--- src/hdl/ptc_pkg.sv ---
// constants shared by the pixel pipeline test capture block
// assumes one pixel clock domain and a synchronous active-high reset
package ptc_pkg;

  localparam int COLOR_W = 8;
  localparam int DAC_W = 10;
  localparam int PIX_CAP_W = 24;
  localparam int DAC_CAP_W = 30;
  localparam int STAT_CAP_W = 8;

  // stream word: {sync, blank_n, red, green, blue}
  localparam int STREAM_W = 2 + 3 * COLOR_W;
  localparam int FIFO_DEPTH = 8;

  // clocks from palette index out to post-palette value back; arbitrary plain default
  localparam int DAC_LATENCY = 4;
  // tag carried along the delay line: {trigger, sync, blank_n}
  localparam int TAG_W = 3;

  localparam int TRIG_BIT = 7;

  // status capture bit positions
  localparam int STAT_SYNC_BIT = 0;
  localparam int STAT_BLANK_BIT = 1;
  localparam int STAT_PLL_BIT = 2;

  // host read selects
  localparam logic [1:0] SEL_PIX = 2'h0;
  localparam logic [1:0] SEL_DAC = 2'h1;
  localparam logic [1:0] SEL_STAT = 2'h2;

  localparam logic [PIX_CAP_W-1:0] PIX_CAP_RST = 24'h000000;
  localparam logic [DAC_CAP_W-1:0] DAC_CAP_RST = 30'h00000000;
  localparam logic [STAT_CAP_W-1:0] STAT_CAP_RST = 8'h00;

  typedef enum logic [2:0] {
    PH_RED_LO = 3'b000,
    PH_RED_HI = 3'b001,
    PH_GRN_LO = 3'b010,
    PH_GRN_HI = 3'b011,
    PH_BLU_LO = 3'b100,
    PH_BLU_HI = 3'b101
  } ptc_phase_e;

endpackage

--- src/hdl/ptc_fifo.sv ---
// small synchronous fifo with valid/ready on both sides
// assumes a single clock; in_ready comes straight from a flip-flop
module ptc_fifo
  import ptc_pkg::*;
#(
  parameter int WIDTH = STREAM_W,
  parameter int DEPTH = FIFO_DEPTH
) (
  input wire logic clk,
  input wire logic sys_rst,
  input wire logic in_valid,
  output logic in_ready,
  input wire logic [WIDTH-1:0] in_data,
  output logic out_valid,
  input wire logic out_ready,
  output logic [WIDTH-1:0] out_data
);

  localparam int AW = $clog2(DEPTH);

  logic [WIDTH-1:0] mem_q [DEPTH];
  logic [AW-1:0] wr_ptr_q, wr_ptr_d, rd_ptr_q, rd_ptr_d;
  logic [AW:0] count_q, count_d;
  logic ready_q, ready_d;
  logic push, pop;

  assign in_ready = ready_q;
  assign out_valid = (count_q != '0);
  assign out_data = mem_q[rd_ptr_q];

  always_comb begin
    push = in_valid & ready_q;
    pop = out_valid & out_ready;
    wr_ptr_d = push ? wr_ptr_q + AW'(1) : wr_ptr_q;
    rd_ptr_d = pop ? rd_ptr_q + AW'(1) : rd_ptr_q;
    count_d = count_q + (AW + 1)'(push) - (AW + 1)'(pop);
    // registered ready: full when count reaches depth, so the source truly stalls
    ready_d = (count_d < (AW + 1)'(DEPTH));
  end

  always_ff @(posedge clk) begin
    if (sys_rst) begin
      wr_ptr_q <= '0;
      rd_ptr_q <= '0;
      count_q <= '0;
      ready_q <= 1'b0;
    end else begin
      wr_ptr_q <= wr_ptr_d;
      rd_ptr_q <= rd_ptr_d;
      count_q <= count_d;
      ready_q <= ready_d;
    end
  end

  always_ff @(posedge clk) begin
    if (push) begin
      mem_q[wr_ptr_q] <= in_data;
    end
  end

endmodule

--- src/hdl/ptc_delay.sv ---
// fixed-length shift line, one stage per clock
// assumes the palette behind it has the same fixed latency
module ptc_delay
  import ptc_pkg::*;
#(
  parameter int WIDTH = TAG_W,
  parameter int STAGES = DAC_LATENCY
) (
  input wire logic clk,
  input wire logic sys_rst,
  input wire logic [WIDTH-1:0] in_data,
  output logic [WIDTH-1:0] out_data
);

  logic [WIDTH-1:0] line_q [STAGES];
  logic [WIDTH-1:0] line_d [STAGES];

  assign out_data = line_q[STAGES-1];

  always_comb begin
    line_d[0] = in_data;
    for (int i = 1; i < STAGES; i++) begin
      line_d[i] = line_q[i-1];
    end
  end

  always_ff @(posedge clk) begin
    for (int i = 0; i < STAGES; i++) begin
      if (sys_rst) begin
        line_q[i] <= '0;
      end else begin
        line_q[i] <= line_d[i];
      end
    end
  end

endmodule

--- src/hdl/ptc_top.sv ---
// pixel pipeline test capture: trigger detect, pixel/dac/status capture, host readback
// assumes pixels and palette values are on clk; host read strobe is asynchronous
//
// Notes on behaviour
// - trigger edge captures that pixel's red/green/blue
// - trigger polarity rising or falling, selectable
// - captures hold until next qualifying trigger edge
// - pixel capture is 24-bit read-only, 8/colour
// - pixel capture read in three port cycles
// - dac capture loads fixed clocks after pixel
// - dac capture is 30-bit read-only, 10/colour
// - eight-bit mode returns zero upper two bits
// - dac capture read in three or six cycles
// - status capture bits: sync, blank, pll
// - status latched with dac capture, same pixel
// - blanked pixel stores all-zero dac capture
module ptc_top
  import ptc_pkg::*;
(
  input wire logic clk,
  input wire logic sys_rst,
  input wire logic trigger_polarity_select,
  input wire logic res_10bit,
  input wire logic pix_valid,
  output logic pix_ready,
  input wire logic [COLOR_W-1:0] pix_red,
  input wire logic [COLOR_W-1:0] pix_green,
  input wire logic [COLOR_W-1:0] pix_blue,
  input wire logic pix_sync,
  input wire logic pix_blank_n,
  input wire logic pipe_stall,
  output logic pal_valid,
  output logic [COLOR_W-1:0] pal_red,
  output logic [COLOR_W-1:0] pal_green,
  output logic [COLOR_W-1:0] pal_blue,
  input wire logic [DAC_W-1:0] dac_red,
  input wire logic [DAC_W-1:0] dac_green,
  input wire logic [DAC_W-1:0] dac_blue,
  input wire logic pll_current_status,
  input wire logic host_rd_n,
  input wire logic [1:0] host_sel,
  output logic [7:0] host_rd_data,
  output logic host_rd_valid
);

  function automatic logic [DAC_W-1:0] dac_fmt(input logic [DAC_W-1:0] v, input logic wide);
    dac_fmt = wide ? v : {2'h0, v[COLOR_W-1:0]};
  endfunction

  function automatic logic [7:0] dac_byte(input logic [DAC_W-1:0] v, input logic hi);
    dac_byte = hi ? {6'h00, v[DAC_W-1:COLOR_W]} : v[COLOR_W-1:0];
  endfunction

  // input stream buffer
  logic fifo_out_valid;
  logic fifo_out_ready;
  logic [STREAM_W-1:0] fifo_out_data;

  ptc_fifo #(
    .WIDTH(STREAM_W),
    .DEPTH(FIFO_DEPTH)
  ) u_fifo (
    .clk(clk),
    .sys_rst(sys_rst),
    .in_valid(pix_valid),
    .in_ready(pix_ready),
    .in_data({pix_sync, pix_blank_n, pix_red, pix_green, pix_blue}),
    .out_valid(fifo_out_valid),
    .out_ready(fifo_out_ready),
    .out_data(fifo_out_data)
  );

  logic cur_sync, cur_blank_n;
  logic [COLOR_W-1:0] cur_red, cur_green, cur_blue;
  logic take;

  assign {cur_sync, cur_blank_n, cur_red, cur_green, cur_blue} = fifo_out_data;
  assign fifo_out_ready = ~pipe_stall;
  assign take = fifo_out_valid & ~pipe_stall;

  // trigger detect and pixel capture
  logic prev_bit_q, prev_bit_d;
  logic prev_seen_q, prev_seen_d;
  logic trig;
  logic [PIX_CAP_W-1:0] pix_cap_q, pix_cap_d;
  logic pal_valid_q, pal_valid_d;
  logic [COLOR_W-1:0] pal_red_q, pal_red_d, pal_green_q, pal_green_d, pal_blue_q, pal_blue_d;
  logic [TAG_W-1:0] tag_q, tag_d;

  always_comb begin
    prev_bit_d = prev_bit_q;
    prev_seen_d = prev_seen_q;
    pix_cap_d = pix_cap_q;
    trig = 1'b0;
    pal_valid_d = take;
    pal_red_d = pal_red_q;
    pal_green_d = pal_green_q;
    pal_blue_d = pal_blue_q;
    if (take) begin
      // first pixel after reset has no predecessor, so it cannot trigger
      if (prev_seen_q) begin
        if (trigger_polarity_select) begin
          trig = ~prev_bit_q & cur_red[TRIG_BIT];
        end else begin
          trig = prev_bit_q & ~cur_red[TRIG_BIT];
        end
      end
      prev_bit_d = cur_red[TRIG_BIT];
      prev_seen_d = 1'b1;
      pal_red_d = cur_red;
      pal_green_d = cur_green;
      pal_blue_d = cur_blue;
    end
    if (trig) begin
      pix_cap_d = {cur_red, cur_green, cur_blue};
    end
    tag_d = {trig, cur_sync & take, cur_blank_n & take};
  end

  always_ff @(posedge clk) begin
    if (sys_rst) begin
      prev_bit_q <= 1'b0;
      prev_seen_q <= 1'b0;
      pix_cap_q <= PIX_CAP_RST;
      pal_valid_q <= 1'b0;
      pal_red_q <= 8'h00;
      pal_green_q <= 8'h00;
      pal_blue_q <= 8'h00;
      tag_q <= 3'h0;
    end else begin
      prev_bit_q <= prev_bit_d;
      prev_seen_q <= prev_seen_d;
      pix_cap_q <= pix_cap_d;
      pal_valid_q <= pal_valid_d;
      pal_red_q <= pal_red_d;
      pal_green_q <= pal_green_d;
      pal_blue_q <= pal_blue_d;
      tag_q <= tag_d;
    end
  end

  assign pal_valid = pal_valid_q;
  assign pal_red = pal_red_q;
  assign pal_green = pal_green_q;
  assign pal_blue = pal_blue_q;

  // trigger, sync and blank travel alongside the palette lookup
  logic [TAG_W-1:0] tag_late;
  logic late_trig, late_sync, late_blank_n;

  ptc_delay #(
    .WIDTH(TAG_W),
    .STAGES(DAC_LATENCY)
  ) u_delay (
    .clk(clk),
    .sys_rst(sys_rst),
    .in_data(tag_q),
    .out_data(tag_late)
  );

  assign {late_trig, late_sync, late_blank_n} = tag_late;

  // dac and status capture
  logic [DAC_CAP_W-1:0] dac_cap_q, dac_cap_d;
  logic [STAT_CAP_W-1:0] stat_cap_q, stat_cap_d;

  always_comb begin
    dac_cap_d = dac_cap_q;
    stat_cap_d = stat_cap_q;
    if (late_trig) begin
      if (late_blank_n) begin
        dac_cap_d = {dac_fmt(dac_red, res_10bit), dac_fmt(dac_green, res_10bit),
                     dac_fmt(dac_blue, res_10bit)};
      end else begin
        dac_cap_d = '0;
      end
      // upper bits held at zero; software is still told to mask them
      stat_cap_d = '0;
      stat_cap_d[STAT_SYNC_BIT] = late_sync;
      stat_cap_d[STAT_BLANK_BIT] = late_blank_n;
      stat_cap_d[STAT_PLL_BIT] = pll_current_status;
    end
  end

  always_ff @(posedge clk) begin
    if (sys_rst) begin
      dac_cap_q <= DAC_CAP_RST;
      stat_cap_q <= STAT_CAP_RST;
    end else begin
      dac_cap_q <= dac_cap_d;
      stat_cap_q <= stat_cap_d;
    end
  end

  // host port: strobe and select pass three flops, a change counts when stages 2 and 3 agree
  logic rd_s1_q, rd_s2_q, rd_s3_q, rd_lvl_q, rd_lvl_d;
  logic [1:0] sel_s1_q, sel_s2_q, sel_s3_q;
  logic rd_event;

  always_comb begin
    rd_lvl_d = rd_lvl_q;
    if (rd_s2_q == rd_s3_q) begin
      rd_lvl_d = rd_s3_q;
    end
    rd_event = rd_lvl_d & ~rd_lvl_q;
  end

  always_ff @(posedge clk) begin
    if (sys_rst) begin
      rd_s1_q <= 1'b0;
      rd_s2_q <= 1'b0;
      rd_s3_q <= 1'b0;
      rd_lvl_q <= 1'b0;
      sel_s1_q <= 2'h0;
      sel_s2_q <= 2'h0;
      sel_s3_q <= 2'h0;
    end else begin
      rd_s1_q <= ~host_rd_n;
      rd_s2_q <= rd_s1_q;
      rd_s3_q <= rd_s2_q;
      rd_lvl_q <= rd_lvl_d;
      sel_s1_q <= host_sel;
      sel_s2_q <= sel_s1_q;
      sel_s3_q <= sel_s2_q;
    end
  end

  // read sequencer: successive reads walk red, green, blue; a new select restarts at red
  ptc_phase_e phase_q, phase_d;
  logic [1:0] last_sel_q, last_sel_d;
  logic [7:0] rd_data_q, rd_data_d;
  logic rd_valid_q, rd_valid_d;
  ptc_phase_e ph;

  always_comb begin
    phase_d = phase_q;
    last_sel_d = last_sel_q;
    rd_data_d = rd_data_q;
    rd_valid_d = 1'b0;
    ph = (sel_s3_q == last_sel_q) ? phase_q : PH_RED_LO;
    if (rd_event) begin
      last_sel_d = sel_s3_q;
      rd_valid_d = 1'b1;
      rd_data_d = 8'h00;
      case (sel_s3_q)
        SEL_PIX: begin
          case (ph)
            PH_RED_LO: begin
              rd_data_d = pix_cap_q[23:16];
              phase_d = PH_GRN_LO;
            end
            PH_GRN_LO: begin
              rd_data_d = pix_cap_q[15:8];
              phase_d = PH_BLU_LO;
            end
            default: begin
              rd_data_d = pix_cap_q[7:0];
              phase_d = PH_RED_LO;
            end
          endcase
        end
        SEL_DAC: begin
          // eight-bit mode: three reads of low bytes; ten-bit: low then high per colour
          case (ph)
            PH_RED_LO: begin
              rd_data_d = dac_byte(dac_cap_q[29:20], 1'b0);
              phase_d = res_10bit ? PH_RED_HI : PH_GRN_LO;
            end
            PH_RED_HI: begin
              rd_data_d = dac_byte(dac_cap_q[29:20], 1'b1);
              phase_d = PH_GRN_LO;
            end
            PH_GRN_LO: begin
              rd_data_d = dac_byte(dac_cap_q[19:10], 1'b0);
              phase_d = res_10bit ? PH_GRN_HI : PH_BLU_LO;
            end
            PH_GRN_HI: begin
              rd_data_d = dac_byte(dac_cap_q[19:10], 1'b1);
              phase_d = PH_BLU_LO;
            end
            PH_BLU_LO: begin
              rd_data_d = dac_byte(dac_cap_q[9:0], 1'b0);
              phase_d = res_10bit ? PH_BLU_HI : PH_RED_LO;
            end
            default: begin
              rd_data_d = dac_byte(dac_cap_q[9:0], 1'b1);
              phase_d = PH_RED_LO;
            end
          endcase
        end
        SEL_STAT: begin
          rd_data_d = stat_cap_q;
          phase_d = PH_RED_LO;
        end
        default: begin
          rd_data_d = 8'h00;
          phase_d = PH_RED_LO;
        end
      endcase
    end
  end

  always_ff @(posedge clk) begin
    if (sys_rst) begin
      phase_q <= PH_RED_LO;
      last_sel_q <= SEL_PIX;
      rd_data_q <= 8'h00;
      rd_valid_q <= 1'b0;
    end else begin
      phase_q <= phase_d;
      last_sel_q <= last_sel_d;
      rd_data_q <= rd_data_d;
      rd_valid_q <= rd_valid_d;
    end
  end

  assign host_rd_data = rd_data_q;
  assign host_rd_valid = rd_valid_q;

endmodule

--- config.mk ---
export PLATFORM = sky130hd
export DESIGN_NAME = ptc_top
export DESIGN_NICKNAME = d
export VERILOG_FILES = /design/src/hdl/ptc_pkg.sv /design/src/hdl/ptc_fifo.sv /design/src/hdl/ptc_delay.sv /design/src/hdl/ptc_top.sv
export SDC_FILE = /design/constraint.sdc
export NUM_CORES = 1
export LEC_CHECK = 0
export ABC_CLOCK_PERIOD_IN_PS = 3610
export BUFFER_PORTS_ARGS = -buffer_cell sky130_fd_sc_hd__buf_2
export CELL_PAD_IN_SITES_DETAIL_PLACEMENT = 0
export CELL_PAD_IN_SITES_GLOBAL_PLACEMENT = 2
export CORE_ASPECT_RATIO = 1.4
export CORE_UTILIZATION = 40
export CTS_BUF_LIST = sky130_fd_sc_hd__clkbuf_8
export CTS_CLUSTER_SIZE = 8
export DETAILED_ROUTE_END_ITERATION = 10
export MAX_ROUTING_LAYER = met4
export PLACE_DENSITY_LB_ADDON = 0.1
export SYNTH_ARGS = -nofsm -noshare
export SYNTH_HDL_FRONTEND = slang
export SYNTH_HIERARCHICAL = 1
export SYNTH_SLANG_ARGS = --single-unit
--- constraint.sdc ---
create_clock -name clk -period 3.61 [get_ports clk]
set_input_delay 0.1805 -clock clk [delete_from_list [all_inputs] [get_ports clk]]
set_output_delay 0.1805 -clock clk [all_outputs]
set_load 0.01 [all_outputs]
==> out/summary.md <==
### Route
• **DRC** 0
• **number of DRC violations after detailed-routing iteration 0** 457
• **Pre-antenna DRT Iters** 5
• **Wirelength per Cell** 20.4 um
• **number of vias in the routed layout** 8,057
• **Detailed Route WL** 32.3 mm
• **antenna-violating nets left** 0
• **vias per cell** 5.09

### Die
• **number of placed I/O pins** 101
• **Die H** 220 um
• **die area** 0.0348 mm2
• **width of the chip** 158 um
• **area of the placeable core** 0.0334 mm2
• **Core Rows** 79
• **Starting Density** 0.408

### Synthesis
• **fraction of the yosys area taken by sequential cells** 0.658
• **Avg Cell Area, Syn** 14.9 um2
• **post-synthesis instance total** 915
• **Synth cell types** 71
• **share of the synthesized area in the top cell type** 0.458
• **Main synth FF type** edfxtp_1
• **syn_nets** 988
• **post-synth design cell area** 0.0136 mm2
• **Synth async-reset ratio** 0
• **largest area contributor in the synthesized netlist** edfxtp_1
• **synth warn** 6
• **number of synthesized register bits** 344
• **dominant cell by count in the synthesized netlist** edfxtp_1
• **list of most frequent post-synthesis cells** edfxtp_1 (208), dfxtp_1 (136), nand2_1 (80), nor2_1 (75), a21oi_1 (47)
• **number of enable flip-flop cells after synthesis** 208
• **top cells by area in the synthesized netlist** edfxtp_1 (46%), dfxtp_1 (20%), mux4_1 (8.9%), mux2_2 (2.5%), mux2i_1 (2.2%)

### Clock network
• **depth of the CTS H-tree** 2
• **Worst-path clk slew** 60 ps
• **clk buf depth** 3
• **cells resized by post-CTS repair** 0
• **Inserted Clock Buffers** 54
• **CTS tree** yes
• **clock latency at the later pin of the worst-skew pair** 600 ps
• **post-CTS setup repair buffer count** 0
• **Clock Sinks** 344
• **root buffer cell** clkbuf_8

### Min path
• **hold path start** pipe_stall
• **Worst Hold Class** input pin to flip-flop

### Place
• **estimated wirelength of the detail-placed design** 19.4 mm
• **count of buffers from port buffering** 100
• **weighted congestion reported at the end of routability-driven placement** 0.776

### Power and ir drop
• **power density relative to cell area** 548 mW/mm2
• **Overall Power** 8.85 mW
• **peak supply drop** 0.258 mV
• **Static Leakage** 5.87 nW

### Worst setup path
• **startpoint type of the worst setup path** flip-flop
• **worst-case register-to-register setup slack** 1190 ps
• **CP most frequent cell** nor2_1
• **Setup crit end kind** flip-flop
• **Arr. time, crit path** 2870 ps
• **largest fanout on the critical path** 25
• **required time of the worst setup path** 4060 ps
• **CP cell instances** mux4_1 -> mux2_2 -> nand2_1 -> nor2_1 -> o211ai_4 -> buf_4 -> mux2i_1 -> nor2_1
• **Crit-path slowest cell** mux4_1
• **Max stage delay on crit path** 540 ps
• **critical path class** flip-flop to flip-flop

### Flow run
• **Max-cap violations** 0

### GRT
• **number of global-route vias before repair** 8,130
• **number of antenna violations at the first check in global routing** 2
• **total gr overflow** 0
• **global-route wire length before repair** 48.6 mm
• **pin count of the biggest net entering global routing** 62
• **Global Route Usage Sum** 0.197

### Timing
• **Max Clk Rate** 414 MHz
• **Slew HR** 0.313
• **setup TNS** 0 ps
• **worst setup skew after layout** 24.5 ps
• **Max Slew Vio Count** 0
• **slew of the pin with the lowest slew margin** 1030 ps
• **final count of hold timing violations** 0
• **setup repair after global routing missed its margin** no
• **minimum clock period after layout** 2420 ps
• **count of endpoints failing setup in the final report** 0
• **Period Utilization, post-route** 0.669

### Final layout
• **share of the core filled with cells in the final layout** 0.483
• **number of nets in the layout** 1,170
• **fraction of final layout cells sized beyond drive strength 1** 0.237
• **area growth from synthesis to final layout** 18.5%

### Run status
• **run status** finished, final reports clean

-- worst paths after layout --
check	endpoint	depth (start not counted)
setup / recovery	pix_cap_q[13]	8
hold reg to reg	u_delay/line_q[0][2]	1
setup reg to reg	pix_cap_q[13]	8
hold / removal	flip-flop	5
-- kinds of logic (layout without fill, tap and decap cells) --
logic type	after synthesis	after routing	synth area share
compound gates	140	140	0.0725
xor+xnor	5	5	0.00432
fa+ha+maj	7	7	0.00698
buf+inv	69	289	0.0276
flops	344	344	0.658
mux	112	112	0.145
other cells	0	2	0
simple gates	238	238	0.0849
-- flip-flops by register name, indices dropped and copies added (netlist names), 7 cells and up, named ones only --
| register | count |
|---|---|
| dac_cap_q | 30 |
| u_fifo/mem_q | 208 |
| pal_green | 8 |
| host_rd_data | 8 |
| pal_red | 7 |
| u_delay/line_q | 12 |
| pal_blue | 8 |
| pix_cap_q | 24 |
-- layer usage --
layer | global-route usage | up-vias | wire length [um]
met5 | - | - | 0
met4 | 0.0750 | 0 | 944
met3 | 0.0341 | 62 | 1160
met2 | 0.340 | 156 | 16600
met1 | 0.229 | 3982 | 13700
li1 | - | 3857 | -
-- what timing repair did --
action | in CTS | in global routing
hold endpoints to repair | 252 | 0
hold buffers | 63 | 0
endpoints found under the setup margin | 0 | 0
-- area by class of cell --
type	instances	area, um2
fill	3050	17300
inverter	11	41.3
clock inverter	34	143
multi-input combinational	502	4320
timing repair buffer	184	1290
sequential	344	8970
tap	445	557
clock buffer	60	826
antenna	2	5.00
-- per-stage QoR --
step           cell area, um2  worst slack (ps)  std cells  hold WS [ps]
2_1_floorplan           13600               474        915           253
3_3_place_gp            14500              1190       1423           345
3_5_place_dp            14500              1180       1423           351
4_1_cts                 16100              1170       1580          16.0
5_1_grt                 16100               963       1582          58.6
6_report                16100              1190       1582          64.2
-- where the power goes --
group | total [mW] | internal [mW] | switching (mW)
registers | 4.48 | 4.37 | 0.119
logic | 1.39 | 0.643 | 0.745
clock network | 2.97 | 1.51 | 1.46
-- worst max-delay path, delay by kind of cell, from the launching register on --
family | cells | cell delay (ps)
mux | 3 | 1120
buf+inv | 1 | 440
compound gates | 1 | 170
flops | 1 | 350
simple gates | 3 | 180
-- cells in the final DEF (no fill, tap or decap), types with 3 or more instances in the layout --
master,synthesis,final
edfxtp_1,208,208
dfxtp_1,136,134
buf_2,7,99
nand2_1,80,80
nor2_1,75,69
dlygate4sd3_1,0,63
clkbuf_8,0,60
a21oi_1,47,47
mux4_1,46,46
inv_1,11,41
mux2_2,30,30
mux2i_1,30,30
a22oi_1,29,29
buf_4,5,22
nor2b_1,18,17
o21ai_0,13,13
nand3_1,12,12
nor2b_2,8,9
nor2_2,3,9
nand2b_1,8,8
and2_1,7,7
o21ai_1,7,7
a31oi_1,7,7
mux4_2,6,6
ha_1,6,6
nor3_2,2,4
a222oi_1,4,4
nor3_1,5,3
a22o_1,3,3
nor4_1,3,3
(Power assumes the default switching activity.)
